### config.mk
export PLATFORM = sky130hd
export DESIGN_NAME = uifc_core
export DESIGN_NICKNAME = d
export VERILOG_FILES = /design/src/pkg/uifc_pkg.sv /design/src/rtl/uifc_core.sv /design/src/rtl/uifc_fifo.sv /design/src/rtl/uifc_mem.sv
export SDC_FILE = /design/constraint.sdc
export NUM_CORES = 1
export LEC_CHECK = 0
export BUFFER_PORTS_ARGS = -buffer_cell sky130_fd_sc_hd__buf_4
export CELL_PAD_IN_SITES_DETAIL_PLACEMENT = 0
export CELL_PAD_IN_SITES_GLOBAL_PLACEMENT = 1
export CORE_MARGIN = 2
export CORE_UTILIZATION = 45
export DETAILED_ROUTE_END_ITERATION = 10
export PLACE_DENSITY = 0.7
export SYNTH_ARGS = -nofsm -noshare
export SYNTH_HDL_FRONTEND = slang
export SYNTH_SLANG_ARGS = --single-unit
### constraint.sdc
create_clock -name clk_sys -period 7.4 [get_ports clk_sys]
set_clock_uncertainty 0.05 [all_clocks]
set_input_delay 0.74 -clock clk_sys [delete_from_list [all_inputs] [get_ports clk_sys]]
set_output_delay 0.74 -clock clk_sys [all_outputs]
set_load 0.01 [all_outputs]
### src/pkg/uifc_pkg.sv
/*
  uifc_pkg: offsets, field positions, reset values, codes and counts for the
  interrupt identification and fifo control block.
  assumes: single clock domain, synchronous active-high reset.
*/
package uifc_pkg;
  // ---------------------------------------------------------------
  // register offsets (register index on the host register port)
  // ---------------------------------------------------------------
  localparam logic [3:0] OFS_HOLDING = 4'h0;
  localparam logic [3:0] OFS_INTERRUPT_ENABLE = 4'h1;
  localparam logic [3:0] OFS_INTERRUPT_IDENT = 4'h2;
  localparam logic [3:0] OFS_FIFO_CONTROL = 4'h2;
  localparam logic [3:0] OFS_ENHANCED_FEATURE = 4'h2;
  localparam logic [3:0] OFS_LINE_CONTROL = 4'h3;
  localparam logic [3:0] OFS_DIVISOR_LOW = 4'h0;
  localparam logic [3:0] OFS_DIVISOR_HIGH = 4'h1;
  localparam logic [7:0] LCR_ENHANCED_KEY = 8'hbf;
  localparam int LCR_DLAB_BIT = 7;
  // ---------------------------------------------------------------
  // field positions
  // ---------------------------------------------------------------
  localparam int FC_ENABLE_BIT = 0;
  localparam int FC_RX_RESET_BIT = 1;
  localparam int FC_TX_RESET_BIT = 2;
  localparam int FC_TX_TRIG_LSB = 4;
  localparam int FC_RX_TRIG_LSB = 6;
  localparam int EF_ENHANCED_BIT = 4;
  localparam int IE_RX_DATA = 0;
  localparam int IE_TX_READY = 1;
  localparam int IE_LINE_STATUS = 2;
  localparam int IE_MODEM = 3;
  localparam int IE_SLEEP = 4;
  localparam int IE_XOFF = 5;
  localparam int IE_RTS = 6;
  localparam int IE_CTS = 7;
  // ---------------------------------------------------------------
  // reset values
  // ---------------------------------------------------------------
  localparam logic [7:0] RST_INTERRUPT_IDENT = 8'h01;
  localparam logic [7:0] RST_FIFO_CONTROL = 8'h00;
  localparam logic [7:0] RST_INTERRUPT_ENABLE = 8'h00;
  localparam logic [7:0] RST_ENHANCED_FEATURE = 8'h00;
  localparam logic [7:0] RST_LINE_CONTROL = 8'h00;
  localparam logic [7:0] RST_DIVISOR_LOW = 8'h01;
  localparam logic [7:0] RST_DIVISOR_HIGH = 8'h00;
  // ---------------------------------------------------------------
  // interrupt identification codes, bits [5:0]
  // ---------------------------------------------------------------
  localparam logic [5:0] ID_LINE_STATUS = 6'h06;
  localparam logic [5:0] ID_RX_TIMEOUT = 6'h0c;
  localparam logic [5:0] ID_RX_DATA = 6'h04;
  localparam logic [5:0] ID_TX_READY = 6'h02;
  localparam logic [5:0] ID_MODEM = 6'h00;
  localparam logic [5:0] ID_PIN_CHANGE = 6'h30;
  localparam logic [5:0] ID_XOFF_SPECIAL = 6'h10;
  localparam logic [5:0] ID_FLOW_INACTIVE = 6'h20;
  localparam logic [5:0] ID_NONE = 6'h01;
  // ---------------------------------------------------------------
  // trigger thresholds and depths
  // ---------------------------------------------------------------
  localparam logic [6:0] RX_TRIG_0 = 7'h08;
  localparam logic [6:0] RX_TRIG_1 = 7'h10;
  localparam logic [6:0] RX_TRIG_2 = 7'h38;
  localparam logic [6:0] RX_TRIG_3 = 7'h3c;
  localparam logic [6:0] TX_TRIG_0 = 7'h08;
  localparam logic [6:0] TX_TRIG_1 = 7'h10;
  localparam logic [6:0] TX_TRIG_2 = 7'h20;
  localparam logic [6:0] TX_TRIG_3 = 7'h38;
  localparam logic [6:0] SINGLE_TRIG = 7'h01;
  localparam int FIFO_DEPTH_FULL = 64;
  localparam int STAGE_DEPTH = 16;
endpackage

### src/rtl/uifc_core.sv
/*
  uifc_core: interrupt identification and fifo control of one uart channel:
  prioritised interrupt encoding, trigger levels, fifo clears, fifo and
  single-character modes, divisor high byte.
  assumes: read/write strobes on clk_sys;
  serialiser, receiver and flow control sit outside
  and send pulses or levels.
*/
`timescale 1ns/1ps
import uifc_pkg::*;
// Contract
// RQ1 - bit 0 low while enabled interrupt pending
// RQ2 - encode priorities 1 to 4 with codes
// RQ3 - input pin change is priority 5
// RQ4 - xoff or special character is priority 6
// RQ5 - cts/rts going inactive is priority 7
// RQ6 - rx trigger 8, 16, 56, 60
// RQ7 - tx trigger 8, 16, 32, 56 spaces
// RQ8 - bit 2 clears tx fifo, self-clears
// RQ9 - bit 1 clears rx fifo, self-clears
// RQ10 - fifo off: one character, bits locked
// RQ11 - fifo on: 64 characters each way
// RQ12 - tx trigger writable only when enhanced
// RQ13 - upper enable bits writable only when enhanced
// RQ14 - enhanced bit gates upper bits and sleep
// RQ15 - tx ready on empty or space above trigger
// RQ16 - ident bits 7:6 mirror fifo enable
// RQ17 - divisor high cleared by power-on only
// RQ18 - reset: ident 0x01, fifo control 0x00
module uifc_core #(
  parameter int WIDTH = 8,
  parameter int DEPTH = FIFO_DEPTH_FULL,
  parameter int AW = 6
) (
  input wire logic clk_sys,
  input wire logic reset,
  input wire logic soft_reset,
  input wire logic reg_wr,
  input wire logic reg_rd,
  input wire logic [3:0] reg_addr,
  input wire logic [7:0] reg_wdata,
  output logic [7:0] reg_rdata,
  output logic reg_rvalid,
  input wire logic rx_valid,
  output logic rx_ready,
  input wire logic [WIDTH-1:0] rx_data,
  output logic tx_valid,
  input wire logic tx_ready,
  output logic [WIDTH-1:0] tx_data,
  input wire logic line_status_error,
  input wire logic rx_timeout,
  input wire logic modem_event,
  input wire logic pin_change_event,
  input wire logic xoff_special_event,
  input wire logic flow_inactive_event,
  output logic irq_n,
  output logic sleep_allowed,
  output logic [7:0] divisor_low,
  output logic [7:0] divisor_high
);
  // ---------------------------------------------------------------
  // registers
  // ---------------------------------------------------------------
  logic [7:0] fifo_control;
  logic [7:0] interrupt_enable;
  logic [7:0] enhanced_feature;
  logic [7:0] line_control;
  logic [7:0] interrupt_ident;
  logic [7:0] next_ident;
  logic tx_flush;
  logic rx_flush;
  logic modem_pend;
  logic pin_pend;
  logic xoff_pend;
  logic flow_pend;
  logic tx_ready_pend;
  logic tx_above_prev;

  logic fifo_on;
  logic enh;
  logic normal_bank;
  logic enh_bank;
  logic wr_ident;
  logic wr_ier;
  logic wr_efr;
  logic wr_lcr;
  logic wr_dll;
  logic wr_dlm;
  logic wr_hold;
  logic rd_hold;
  logic rd_ident;
  logic [AW:0] limit;
  logic [AW:0] rx_level;
  logic [AW:0] tx_level;
  logic [AW:0] tx_space;
  logic [6:0] rx_trig;
  logic [6:0] tx_trig;
  logic rx_above;
  logic tx_above;
  logic hold_in_ready;
  logic host_out_valid;
  logic [WIDTH-1:0] host_out_data;

  // ---------------------------------------------------------------
  // decode
  // ---------------------------------------------------------------
  function automatic logic [6:0] rx_thresh(input logic [1:0] code);
    unique case (code)
      2'b00: rx_thresh = RX_TRIG_0;
      2'b01: rx_thresh = RX_TRIG_1;
      2'b10: rx_thresh = RX_TRIG_2;
      2'b11: rx_thresh = RX_TRIG_3;
    endcase
  endfunction

  function automatic logic [6:0] tx_thresh(input logic [1:0] code);
    unique case (code)
      2'b00: tx_thresh = TX_TRIG_0;
      2'b01: tx_thresh = TX_TRIG_1;
      2'b10: tx_thresh = TX_TRIG_2;
      2'b11: tx_thresh = TX_TRIG_3;
    endcase
  endfunction

  assign fifo_on = fifo_control[FC_ENABLE_BIT];
  assign enh = enhanced_feature[EF_ENHANCED_BIT];
  assign enh_bank = (line_control == LCR_ENHANCED_KEY);
  assign normal_bank = !line_control[LCR_DLAB_BIT];
  assign wr_ident = reg_wr && normal_bank && (reg_addr == OFS_FIFO_CONTROL);
  assign wr_ier = reg_wr && normal_bank && (reg_addr == OFS_INTERRUPT_ENABLE);
  assign wr_hold = reg_wr && normal_bank && (reg_addr == OFS_HOLDING);
  assign rd_hold = reg_rd && normal_bank && (reg_addr == OFS_HOLDING);
  assign rd_ident = reg_rd && normal_bank && (reg_addr == OFS_INTERRUPT_IDENT);
  assign wr_efr = reg_wr && enh_bank && (reg_addr == OFS_ENHANCED_FEATURE);
  assign wr_lcr = reg_wr && (reg_addr == OFS_LINE_CONTROL);
  assign wr_dll = reg_wr && !normal_bank && !enh_bank && (reg_addr == OFS_DIVISOR_LOW);
  assign wr_dlm = reg_wr && !normal_bank && !enh_bank && (reg_addr == OFS_DIVISOR_HIGH);

  // single-character mode: each side holds one, trigger of one
  assign limit = fifo_on ? (AW+1)'(DEPTH) : (AW+1)'(1); // [RQ10] [RQ11]
  assign rx_trig = fifo_on ? rx_thresh(fifo_control[FC_RX_TRIG_LSB +: 2]) : SINGLE_TRIG; // [RQ6] [RQ10]
  assign tx_trig = fifo_on ? tx_thresh(fifo_control[FC_TX_TRIG_LSB +: 2]) : SINGLE_TRIG; // [RQ7] [RQ10]
  assign tx_space = limit - tx_level;
  assign rx_above = (7'(rx_level) >= rx_trig);
  // non-fifo: holding empty is one free space
  assign tx_above = fifo_on ? (7'(tx_space) > tx_trig) : (tx_level == '0); // [RQ15]

  // ---------------------------------------------------------------
  // fifos: rx from the receiver to the host, tx from the host outward
  // ---------------------------------------------------------------
  uifc_fifo #(.WIDTH(WIDTH), .DEPTH(DEPTH), .AW(AW)) u_rx_fifo (
    .clk_sys(clk_sys),
    .reset(reset || soft_reset),
    .flush(rx_flush), // [RQ9]
    .limit(limit),
    .in_valid(rx_valid),
    .in_ready(rx_ready),
    .in_data(rx_data),
    .out_valid(host_out_valid),
    .out_ready(rd_hold),
    .out_data(host_out_data),
    .level(rx_level)
  );

  uifc_fifo #(.WIDTH(WIDTH), .DEPTH(DEPTH), .AW(AW)) u_tx_fifo (
    .clk_sys(clk_sys),
    .reset(reset || soft_reset),
    .flush(tx_flush), // [RQ8]
    .limit(limit),
    .in_valid(wr_hold),
    .in_ready(hold_in_ready),
    .in_data(reg_wdata),
    .out_valid(tx_valid),
    .out_ready(tx_ready),
    .out_data(tx_data),
    .level(tx_level)
  );

  // ---------------------------------------------------------------
  // fifo control register
  // ---------------------------------------------------------------
  always_ff @(posedge clk_sys)
  begin
    if (reset || soft_reset)
    begin
      fifo_control <= RST_FIFO_CONTROL; // [RQ18]
    end
    else if (wr_ident)
    begin
      fifo_control[FC_ENABLE_BIT] <= reg_wdata[FC_ENABLE_BIT];
      // other bits locked unless enabling
      if (reg_wdata[FC_ENABLE_BIT])
      begin
        fifo_control[FC_RX_TRIG_LSB +: 2] <= reg_wdata[FC_RX_TRIG_LSB +: 2]; // [RQ10]
        if (enh)
        begin
          fifo_control[FC_TX_TRIG_LSB +: 2] <= reg_wdata[FC_TX_TRIG_LSB +: 2]; // [RQ12] [RQ14]
        end
      end
    end
  end

  // clear pulses; bits 2:1 never stored
  always_ff @(posedge clk_sys)
  begin
    if (reset || soft_reset)
    begin
      tx_flush <= 1'b0;
      rx_flush <= 1'b0;
    end
    else
    begin
      tx_flush <= wr_ident && reg_wdata[FC_ENABLE_BIT] && reg_wdata[FC_TX_RESET_BIT]; // [RQ8] [RQ10]
      rx_flush <= wr_ident && reg_wdata[FC_ENABLE_BIT] && reg_wdata[FC_RX_RESET_BIT]; // [RQ9] [RQ10]
    end
  end

  // ---------------------------------------------------------------
  // enable, enhanced feature and line control registers
  // ---------------------------------------------------------------
  always_ff @(posedge clk_sys)
  begin
    if (reset || soft_reset)
    begin
      interrupt_enable <= RST_INTERRUPT_ENABLE;
      enhanced_feature <= RST_ENHANCED_FEATURE;
      line_control <= RST_LINE_CONTROL;
    end
    else
    begin
      if (wr_ier)
      begin
        interrupt_enable[3:0] <= reg_wdata[3:0];
        if (enh)
        begin
          interrupt_enable[7:4] <= reg_wdata[7:4]; // [RQ13] [RQ14]
        end
      end
      if (wr_efr)
      begin
        enhanced_feature <= reg_wdata;
      end
      if (wr_lcr)
      begin
        line_control <= reg_wdata;
      end
    end
  end

  // divisor survives software reset
  always_ff @(posedge clk_sys)
  begin
    if (reset)
    begin
      divisor_low <= RST_DIVISOR_LOW;
      divisor_high <= RST_DIVISOR_HIGH; // [RQ17]
    end
    else
    begin
      if (wr_dll)
      begin
        divisor_low <= reg_wdata;
      end
      if (wr_dlm)
      begin
        divisor_high <= reg_wdata; // [RQ17]
      end
    end
  end

  // ---------------------------------------------------------------
  // sticky sources; set wins over the read that clears them
  // ---------------------------------------------------------------
  always_ff @(posedge clk_sys)
  begin
    if (reset || soft_reset)
    begin
      modem_pend <= 1'b0;
      pin_pend <= 1'b0;
      xoff_pend <= 1'b0;
      flow_pend <= 1'b0;
      tx_ready_pend <= 1'b0;
      tx_above_prev <= 1'b1;
    end
    else
    begin
      tx_above_prev <= tx_above;
      modem_pend <= modem_event || (modem_pend && !(rd_ident && next_ident[5:0] == ID_MODEM));
      pin_pend <= pin_change_event || (pin_pend && !(rd_ident && next_ident[5:0] == ID_PIN_CHANGE));
      xoff_pend <= xoff_special_event || (xoff_pend && !(rd_ident && next_ident[5:0] == ID_XOFF_SPECIAL));
      flow_pend <= flow_inactive_event || (flow_pend && !(rd_ident && next_ident[5:0] == ID_FLOW_INACTIVE));
      // set on rising crossing; read or write clears
      tx_ready_pend <= (tx_above && !tx_above_prev) ||
        (tx_ready_pend && tx_above && !wr_hold && !(rd_ident && next_ident[5:0] == ID_TX_READY)); // [RQ15]
    end
  end

  // ---------------------------------------------------------------
  // priority encoder
  // ---------------------------------------------------------------
  always_comb
  begin
    next_ident = {fifo_on, fifo_on, ID_NONE}; // [RQ16]
    if (flow_pend && (interrupt_enable[IE_CTS] || interrupt_enable[IE_RTS]))
    begin
      next_ident[5:0] = ID_FLOW_INACTIVE; // [RQ5]
    end
    if (xoff_pend && interrupt_enable[IE_XOFF])
    begin
      next_ident[5:0] = ID_XOFF_SPECIAL; // [RQ4]
    end
    if (pin_pend)
    begin
      next_ident[5:0] = ID_PIN_CHANGE; // [RQ3]
    end
    if (modem_pend && interrupt_enable[IE_MODEM])
    begin
      next_ident[5:0] = ID_MODEM; // [RQ2]
    end
    if (tx_ready_pend && interrupt_enable[IE_TX_READY])
    begin
      next_ident[5:0] = ID_TX_READY; // [RQ2]
    end
    if (rx_above && interrupt_enable[IE_RX_DATA])
    begin
      next_ident[5:0] = ID_RX_DATA; // [RQ2]
    end
    if (rx_timeout && rx_level != '0 && interrupt_enable[IE_RX_DATA])
    begin
      next_ident[5:0] = ID_RX_TIMEOUT; // [RQ2]
    end
    if (line_status_error && interrupt_enable[IE_LINE_STATUS])
    begin
      next_ident[5:0] = ID_LINE_STATUS; // [RQ2] [RQ1]
    end
  end

  always_ff @(posedge clk_sys)
  begin
    if (reset || soft_reset)
    begin
      interrupt_ident <= RST_INTERRUPT_IDENT; // [RQ18]
      irq_n <= 1'b1;
      sleep_allowed <= 1'b0;
    end
    else
    begin
      interrupt_ident <= next_ident;
      irq_n <= next_ident[0]; // [RQ1]
      sleep_allowed <= enh && interrupt_enable[IE_SLEEP] && next_ident[0] &&
        rx_level == '0 && tx_level == '0; // [RQ14]
    end
  end

  // ---------------------------------------------------------------
  // read port
  // ---------------------------------------------------------------
  always_ff @(posedge clk_sys)
  begin
    if (reset)
    begin
      reg_rdata <= 8'h00;
      reg_rvalid <= 1'b0;
    end
    else
    begin
      reg_rvalid <= reg_rd;
      if (!reg_rd)
      begin
        reg_rdata <= 8'h00;
      end
      else if (enh_bank && reg_addr == OFS_ENHANCED_FEATURE)
      begin
        reg_rdata <= enhanced_feature;
      end
      else if (reg_addr == OFS_LINE_CONTROL)
      begin
        reg_rdata <= line_control;
      end
      else if (!normal_bank && reg_addr == OFS_DIVISOR_LOW)
      begin
        reg_rdata <= divisor_low;
      end
      else if (!normal_bank && reg_addr == OFS_DIVISOR_HIGH)
      begin
        reg_rdata <= divisor_high;
      end
      else if (reg_addr == OFS_INTERRUPT_IDENT)
      begin
        reg_rdata <= interrupt_ident; // [RQ16]
      end
      else if (reg_addr == OFS_INTERRUPT_ENABLE)
      begin
        reg_rdata <= interrupt_enable;
      end
      else if (reg_addr == OFS_HOLDING)
      begin
        // empty fifo reads 0
        reg_rdata <= host_out_valid ? host_out_data : 8'h00;
      end
      else
      begin
        reg_rdata <= 8'h00;
      end
    end
  end
endmodule // uifc_core

### src/rtl/uifc_fifo.sv
/*
  uifc_fifo: first-in first-out buffer, valid/ready on both sides, with a
  synchronous flush and a limit input that shrinks the usable depth.
  assumes: one clock; limit is between 1 and DEPTH.
*/
`timescale 1ns/1ps
module uifc_fifo #(
  parameter int WIDTH = 8,
  parameter int DEPTH = 64,
  parameter int AW = 6
) (
  input wire logic clk_sys,
  input wire logic reset,
  input wire logic flush,
  input wire logic [AW:0] limit,
  input wire logic in_valid,
  output logic in_ready,
  input wire logic [WIDTH-1:0] in_data,
  output logic out_valid,
  input wire logic out_ready,
  output logic [WIDTH-1:0] out_data,
  output logic [AW:0] level
);
  logic [AW-1:0] wr_ptr;
  logic [AW-1:0] rd_ptr;
  logic [AW-1:0] next_rd_ptr;
  logic do_wr;
  logic do_rd;
  logic shown;

  // limit caps level for single-character mode
  assign in_ready = (level < limit);
  assign do_wr = in_valid && in_ready;
  assign do_rd = out_valid && out_ready;
  assign out_valid = shown;
  assign next_rd_ptr = do_rd ? rd_ptr + 1'b1 : rd_ptr;

  uifc_mem #(.WIDTH(WIDTH), .DEPTH(DEPTH), .AW(AW)) u_mem (
    .clk_sys(clk_sys),
    .wr_en(do_wr),
    .wr_addr(wr_ptr),
    .wr_data(in_data),
    .rd_addr(next_rd_ptr),
    .rd_data(out_data)
  );

  always_ff @(posedge clk_sys)
  begin
    if (reset || flush)
    begin
      wr_ptr <= '0;
      rd_ptr <= '0;
      level <= '0;
    end
    else
    begin
      if (do_wr)
      begin
        wr_ptr <= wr_ptr + 1'b1;
      end
      rd_ptr <= next_rd_ptr;
      level <= level + (AW+1)'(do_wr) - (AW+1)'(do_rd);
    end
  end

  // registered read adds a cycle before data show
  always_ff @(posedge clk_sys)
  begin
    if (reset || flush)
    begin
      shown <= 1'b0;
    end
    else
    begin
      shown <= (level - (AW+1)'(do_rd)) != '0;
    end
  end
endmodule // uifc_fifo

### src/rtl/uifc_mem.sv
/*
  uifc_mem: small synchronous memory, registered read data.
  assumes: one clock.
*/
`timescale 1ns/1ps
module uifc_mem #(
  parameter int WIDTH = 8,
  parameter int DEPTH = 64,
  parameter int AW = 6
) (
  input wire logic clk_sys,
  input wire logic wr_en,
  input wire logic [AW-1:0] wr_addr,
  input wire logic [WIDTH-1:0] wr_data,
  input wire logic [AW-1:0] rd_addr,
  output logic [WIDTH-1:0] rd_data
);
  logic [WIDTH-1:0] store [DEPTH];

  always_ff @(posedge clk_sys)
  begin
    if (wr_en)
    begin
      store[wr_addr] <= wr_data;
    end
  end

  always_ff @(posedge clk_sys)
  begin
    rd_data <= store[rd_addr];
  end
endmodule // uifc_mem

==> results.sh, run 1 <==
export IMPL_cts_setup_buffers=0
export IMPL_drtIter0Drc=2766
export IMPL_grt_use_total_pct=22.3
export IMPL_port_buffers=69
export IMPL_fillCellCount=8630
export IMPL_synth_cell_type_count=81
export IMPL_final_nets=3152
export IMPL_slew_violations=0
export IMPL_timing_final_crit_share_pct=65.0
export IMPL_antenna_found_initial=2
export IMPL_clk_pin_slew_worst_paths_ps=70
export IMPL_cts_hold_buf=0
export IMPL_avgSynthCellArea_um2=15.7
export IMPL_rsz0062_at_grt="false"
export IMPL_cts_buffers=113
export IMPL_finalHoldViolations=0
export IMPL_die_x_um=329
export IMPL_slew_headroom_pct=7.54
export IMPL_totalNegativeSetupSlack_ps=0
export IMPL_gp_congestion=0.861
export IMPL_maxCapViolations=0
export IMPL_final_area_um2=53200
export IMPL_vias=27200
export IMPL_synth_area_um2=47500
export IMPL_p_seq_share_pct=50.7
export IMPL_syn2layout_area_growth_pct=11.9
export IMPL_worstMarginPinSlew_ps=1380
export IMPL_ys_warn_count=0
export IMPL_instances_no_fill=4562
export IMPL_placed_cell_area_um2=49400
export IMPL_grt_pass1_vias=27400
export IMPL_p_per_area_nw_per_um2=266
export IMPL_ys_flop_type="edfxtp_1"
export IMPL_combPwrFrac_pct=8.3
export IMPL_switching_share_pct=22.1
export IMPL_via_per_inst=5.95
export IMPL_internal_power_uw=11000
export IMPL_synth_edf_count=1024
export IMPL_yosys_register_bits=1150
export IMPL_diodes=0
export IMPL_cts_tree="built"
export IMPL_wirelength_um=121000
export IMPL_syn_nets=3110
export IMPL_drc=0
export IMPL_setup_worst_path_class="flip-flop to flip-flop"
export IMPL_ios=70
export IMPL_drt_pre_antenna_iters=6
export IMPL_die_area_um2=108000
export IMPL_finalSetupViolations=0
export IMPL_cp_required_ps=7980
export IMPL_p_leak_uw=0.0174
export IMPL_hold_path_class="primary input to flip-flop"
export IMPL_layout_drive_gt1_share_pct=16.0
export IMPL_end_kind="flip-flop"
export IMPL_clock_latency_ps=690
export IMPL_ys_async_sr_fraction_pct=0
export IMPL_start_util_pct=45.3
export IMPL_synthCells=3030
export IMPL_grt_max_degree=135
export IMPL_critPathLaunchType="flip-flop"
export IMPL_place_inst=4348
export IMPL_critPathMaxFanout=37
export IMPL_root_buffer="clkbuf_16"
export IMPL_h_tree_depth=3
export IMPL_p_clk_share_pct=41.0
export IMPL_p_switching_uw=3120
export IMPL_core_um2=105000
export IMPL_clk_path_buf_depth=3
export IMPL_clock_sinks=1150
export IMPL_fin_crit_ps=4810
export IMPL_ys_seq_area_share_pct=70.0
export IMPL_grt_first_pass_wirelength_um=179000
export IMPL_peakVddDrop_v=0.000272
export IMPL_detailed_place_hpwl_um=73900
export IMPL_cts_resized=0
export IMPL_status="complete, no violations"
export IMPL_fmax_mhz=208
export IMPL_die_y_um=329
export IMPL_rows=119
export IMPL_grt_ovfl_total=0
export IMPL_final_antenna_net_count=0
export IMPL_p_total_uw=14100
export IMPL_wire_per_inst_um=26.4
export IMPL_arrival_ps=5390
==> sequential cells by signal, summed over array words and instances (netlist names), 5 cells and up <==
| name | cells |
|---|---|
| enhanced_feature | 8 |
| u_tx_fifo.u_mem.rd_data | 8 |
| reg_rdata | 8 |
| divisor_low | 8 |
| interrupt_ident | 7 |
| u_rx_fifo.wr_ptr | 6 |
| u_tx_fifo.u_mem.store | 512 |
| line_control | 8 |
| u_rx_fifo.u_mem.rd_data | 8 |
| divisor_high | 8 |
| u_tx_fifo.level | 7 |
| u_tx_fifo.rd_ptr | 6 |
| u_rx_fifo.rd_ptr | 6 |
| u_rx_fifo.u_mem.store | 512 |
| u_rx_fifo.level | 7 |
| fifo_control | 5 |
| interrupt_enable | 8 |
| u_tx_fifo.wr_ptr | 6 |
==> through the flow <==
stage,util (%),worst slack [ps],hold slack [ps]
6_report,50.7,2590,254
5_1_grt,50.7,2340,246
4_1_cts,50.7,2600,216
3_5_place_dp,47.1,2350,420
3_3_place_gp,47.1,2420,417
2_1_floorplan,-,3330,394
==> cell usage after synthesis, types with 12 or more instances <==
library cell	n	area [um2]
edfxtp_1	1024	30700
nand2_1	329	1230
nor2_1	261	980
mux2i_1	178	1780
mux4_2	177	3990
dfxtp_1	126	2520
nand3_1	99	495
clkbuf_1	78	293
buf_2	55	275
a211oi_1	52	390
a21oi_1	50	250
a31oi_1	47	294
ha_1	45	563
inv_1	39	146
nor2b_1	34	213
buf_1	33	124
o21ai_0	32	160
a32oi_1	27	236
and3_1	24	150
xnor2_1	22	193
a311oi_1	20	175
nand4_1	19	119
a221oi_1	18	158
xor2_1	16	140
buf_4	13	97.6
nor3_1	13	65.1
o22ai_1	12	75.1
==> worst max-delay path, stage by stage, from the launching register on <==
cell and delay (ps):
dfxtp_2 890, ha_4 430, nand3_1 620, nand2_2 700, buf_4 560, mux4_2 340, nor2_1 40, nor4_1 770
o32a_1 280
==> power groups by stage <==
stage	logic, uW	registers [uW]	clock network, uW
5_1_grt	1270	7160	6130
4_1_cts	1190	7160	5870
3_5_place_dp	1190	7300	0
2_1_floorplan	806	7280	0
3_3_place_gp	1160	7300	0
6_report	1170	7160	5780
==> worst paths after layout <==
kind / start / endpoint / slack, ps / depth (start not counted)
max reg2reg: u_rx_fifo.rd_ptr[0]$_SDFF_PP0_ / u_rx_fifo.u_mem.rd_data[7]$_DFF_P_ / 2590 / 8
min reg2reg: line_control[2]$_SDFFE_PP0P_ / line_control[2]$_SDFFE_PP0P_ / 430 / 2
min: flow_inactive_event / flow_pend$_SDFF_PP0_ / 250 / 3
max: u_rx_fifo.rd_ptr[0]$_SDFF_PP0_ / u_rx_fifo.u_mem.rd_data[7]$_DFF_P_ / 2590 / 8
==> logic make-up after synthesis <==
group	count (synthesis)	synth area share, %
DFF	1150	70.0
and+or+nand+nor	841	7.83
AOI/OAI and AO/OA	366	5.65
muxes	365	12.4
buffers and inverters	222	2.07
adders and majority gates	47	1.27
xor gates and xnor gates	39	0.759
==> routing by layer <==
metal  part of all wire [%]  vias to the layer above  track usage, %
met5                  0.012                        -               0
met4                    3.2                        2            7.63
met3                    6.4                      221            3.33
met2                     50                     1028            38.0
met1                     40                    14000            29.4
li1                       -                    11900               -
==> cells in the final DEF (no fill, tap or decap), types with 44 or more instances in the layout <==
master / n
a211oi_1: 52
a21oi_1: 49
a31oi_1: 47
buf_4: 109
clkbuf_16: 116
dfxtp_1: 124
edfxtp_1: 1024
ha_1: 44
mux2i_1: 177
mux4_2: 177
nand2_1: 328
nand3_1: 99
nor2_1: 260
==> final cells by class <==
class	count	area (um2)	share of cell area [%]
flip-flops and latches	1150	33300	62.6
well taps	1391	1740	3.27
inverters	39	146	0.275
repair buffers	110	838	1.58
clock buffers	152	3170	5.96
clock inverters	62	612	1.15
multi-input cells	1658	13400	25.2
No activity file was read; power rests on OpenSTA's default activity.
==> run 2, diff against run 1 <==
--- a/config.mk
+++ b/config.mk
@@ -5,13 +5,14 @@
 export SDC_FILE = /design/constraint.sdc
 export NUM_CORES = 1
 export LEC_CHECK = 0
+export ABC_AREA = 1
 export BUFFER_PORTS_ARGS = -buffer_cell sky130_fd_sc_hd__buf_4
 export CELL_PAD_IN_SITES_DETAIL_PLACEMENT = 0
 export CELL_PAD_IN_SITES_GLOBAL_PLACEMENT = 1
 export CORE_MARGIN = 2
 export CORE_UTILIZATION = 45
 export DETAILED_ROUTE_END_ITERATION = 10
-export PLACE_DENSITY = 0.7
+export PLACE_DENSITY = 0.77
 export SYNTH_ARGS = -nofsm -noshare
 export SYNTH_HDL_FRONTEND = slang
 export SYNTH_SLANG_ARGS = --single-unit
==> constraint.sdc (replaced) <==
create_clock -name clk_sys -period 4.4 [get_ports clk_sys]
set_clock_uncertainty 0.05 [all_clocks]
set_input_delay 0.44 -clock clk_sys [delete_from_list [all_inputs] [get_ports clk_sys]]
set_output_delay 0.44 -clock clk_sys [all_outputs]
set_load 0.01 [all_outputs]
==> results.sh, run 2 <==
export IMPL_r2r_cells=8
export IMPL_min_delay_start="rx_valid"
export IMPL_setup_worst_path_class="flip-flop to flip-flop"
export IMPL_rsz0062_at_grt="false"
export IMPL_clk_path_buf_depth=3
export IMPL_start_util_pct=45.2
export IMPL_critPathMaxFanout=10
export IMPL_core_um2=109000
export IMPL_detailed_place_hpwl_um=74500
export IMPL_h_tree_depth=3
export IMPL_antenna_found_initial=0
export IMPL_cts_tree="built"
export IMPL_ys_seq_area_share_pct=67.8
export IMPL_p_seq_share_pct=51.2
export IMPL_diodes=0
export IMPL_r2r_slack_ps=550
export IMPL_clock_latency_ps=720
export IMPL_grt_max_degree=184
export IMPL_ys_top_cells_by_count="edfxtp_1 (1024), nand2_1 (684), nand3_1 (672)"
export IMPL_post_synth_top_count_cell="edfxtp_1"
export IMPL_port_buffers=69
export IMPL_hold_path_class="primary input to flip-flop"
export IMPL_slew_violations=0
export IMPL_synth_area_leaders="edfxtp_1 (63%), nand3_1 (6.9%), nand2_1 (5.2%), dfxtp_1 (5.1%), inv_1 (4.9%)"
export IMPL_end_kind="flip-flop"
export IMPL_worst_r2r_endpoint="u_tx_fifo.u_mem.store[52][3]$_DFFE_PP_"
export IMPL_fin_crit_ps=3850
export IMPL_fin_ws_ps=546
export IMPL_synth_top_area_share_pct=62.6
export IMPL_peakVddDrop_v=0.000362
export IMPL_synthCells=4618
export IMPL_grt_ovfl_total=0
export IMPL_dp_worst_setup_slack_ps=417
export IMPL_synth_cell_type_count=46
export IMPL_holdPathEnd="u_rx_fifo.wr_ptr[0]$_SDFFE_PP0P_"
export IMPL_cp_required_ps=4620
export IMPL_mostFrequentLayoutCell="edfxtp_1"
export IMPL_internal_power_uw=18100
export IMPL_final_area_um2=55200
export IMPL_grt_first_pass_wirelength_um=190000
export IMPL_timing_final_crit_share_pct=87.6
export IMPL_combPwrFrac_pct=6.9
export IMPL_finalHoldViolations=0
export IMPL_ys_warn_count=0
export IMPL_p_per_area_nw_per_um2=425
export IMPL_vias=32800
export IMPL_wire_per_inst_um=20.4
export IMPL_hold_depth=3
export IMPL_p_clk_share_pct=41.9
export IMPL_wirelength_um=127000
export IMPL_arrival_ps=4080
export IMPL_worstMarginPinSlew_ps=1120
export IMPL_syn2layout_area_growth_pct=12.4
export IMPL_final_antenna_net_count=0
export IMPL_status="complete, no violations"
export IMPL_die_area_um2=112000
export IMPL_final_cell_mix="edfxtp_1 (1024), nand2_1 (679), nand3_1 (672)"
export IMPL_cts_buffers=116
export IMPL_via_per_inst=5.29
export IMPL_drc=0
export IMPL_grt_pass1_vias=31100
export IMPL_switching_share_pct=22.9
export IMPL_maxCapViolations=0
export IMPL_fmax_mhz=259
export IMPL_cts_hold_buf=8
export IMPL_synth_edf_count=1024
export IMPL_synth_top_area_cell="edfxtp_1"
export IMPL_drtIter0Drc=3192
export IMPL_yosys_register_bits=1150
export IMPL_critPathLaunchType="flip-flop"
export IMPL_placed_cell_area_um2=51300
export IMPL_rr_startpoint="fifo_control[0]$_SDFFE_PP0P_"
export IMPL_layout_drive_gt1_share_pct=7.45
export IMPL_die_x_um=334
export IMPL_rows=121
export IMPL_reg_top3="u_rx_fifo.u_mem.store: 512 flops, u_tx_fifo.u_mem.store: 512 flops"
export IMPL_ys_flop_type="edfxtp_1"
export IMPL_p_leak_uw=0.0209
export IMPL_synth_area_um2=49100
export IMPL_root_buffer="clkbuf_16"
export IMPL_cts_setup_buffers=0
export IMPL_final_core_utilization_pct=50.9
export IMPL_ys_async_sr_fraction_pct=0
export IMPL_avgSynthCellArea_um2=10.6
export IMPL_totalNegativeSetupSlack_ps=0
export IMPL_clock_sinks=1150
export IMPL_grt_use_total_pct=22.4
export IMPL_clk_pin_slew_worst_paths_ps=60
export IMPL_cts_resized=0
export IMPL_finalSetupViolations=0
export IMPL_final_nets=4760
export IMPL_p_switching_uw=5370
export IMPL_ios=70
export IMPL_die_y_um=334
export IMPL_syn_nets=4698
export IMPL_gp_congestion=0.846
export IMPL_slew_headroom_pct=25.4
export IMPL_drt_pre_antenna_iters=6
==> run 2: changes by cell type in the layout (fill, tap and decap cells not counted), sizes merged, moves of 55 or more <==
cell    previous run  this run
buf              110       165
inv               40       652
mux2i            178         0
mux4             177         0
nand2            331       689
nand3             99       673
nor2             264       530
o211ai            10       116
o21ai             33       340
==> run 2: cell families (layout without fill, tap and decap cells) <==
group                    count (synthesis)  after routing  synth area share, %
XOR/XNOR                                15             15                0.321
buffers and inverters                  880           1039                 7.07
flip-flops                            1150           1150                 67.8
AND/OR/NAND/NOR                       1923           1923                 16.7
adder cells (fa/ha/maj)                 47             47                 1.23
AO/OA/AOI/OAI                          603            603                 6.94
==> run 2: worst max-delay path by stage <==
stage	to	start	slack [ps]
final	u_tx_fifo.u_mem.store[52][3]$_DFFE_PP_	fifo_control[0]$_SDFFE_PP0P_	550
after global routing	u_tx_fifo.u_mem.store[52][3]$_DFFE_PP_	fifo_control[0]$_SDFFE_PP0P_	280
after CTS	u_tx_fifo.u_mem.store[4][7]$_DFFE_PP_	fifo_control[0]$_SDFFE_PP0P_	550
after detailed placement	u_tx_fifo.u_mem.store[4][7]$_DFFE_PP_	reg_addr[3]	420
after global placement	u_tx_fifo.u_mem.store[4][2]$_DFFE_PP_	reg_addr[3]	510
after floorplan	u_rx_fifo.level[6]$_SDFF_PP0_	fifo_control[0]$_SDFFE_PP0P_	1400
==> run 2: metal layers <==
metal / wire length [um] / GRT usage, %
met4: 3560 / 6.93
met1: 55300 / 31.2
met5: 0 / 0
met2: 60100 / 36.8
met3: 7590 / 2.55
==> run 2: area by class of cell <==
class | instances | area [um2]
Multi-Input combinational cell | 2588 | 12400
Inverter | 651 | 2450
Tap cell | 1414 | 1770
Clock buffer | 156 | 3190
Clock inverter | 59 | 617
Fill cell | 9530 | 53300
Sequential cell | 1150 | 33300
Timing Repair Buffer | 173 | 1480
==> run 2: worst max-delay path: stages, from the launching register on <==
cell     delay, ps
dfxtp_1        540
inv_1          240
ha_1           380
nor3_1          60
nor2_1         110
nand2_1        180
nor2_1         270
nand3_1        720
nor2_1         860
==> run 2: per-stage QoR <==
step	power, uW	cells	hold WS, ps
detailed placement	13900	5968	344
global placement	13800	5968	340
CTS	23600	6191	59.5
global route	24200	6191	90.1
finish	23500	6191	104
floorplan	13200	4618	336
==> run 2: power groups by stage <==
stage	clock (uW)	sequential [uW]	combinational, uW
floorplan	0	12200	939
global placement	0	12200	1590
detailed placement	0	12200	1600
CTS	9980	12000	1620
global route	10400	12000	1800
finish	9850	12000	1620
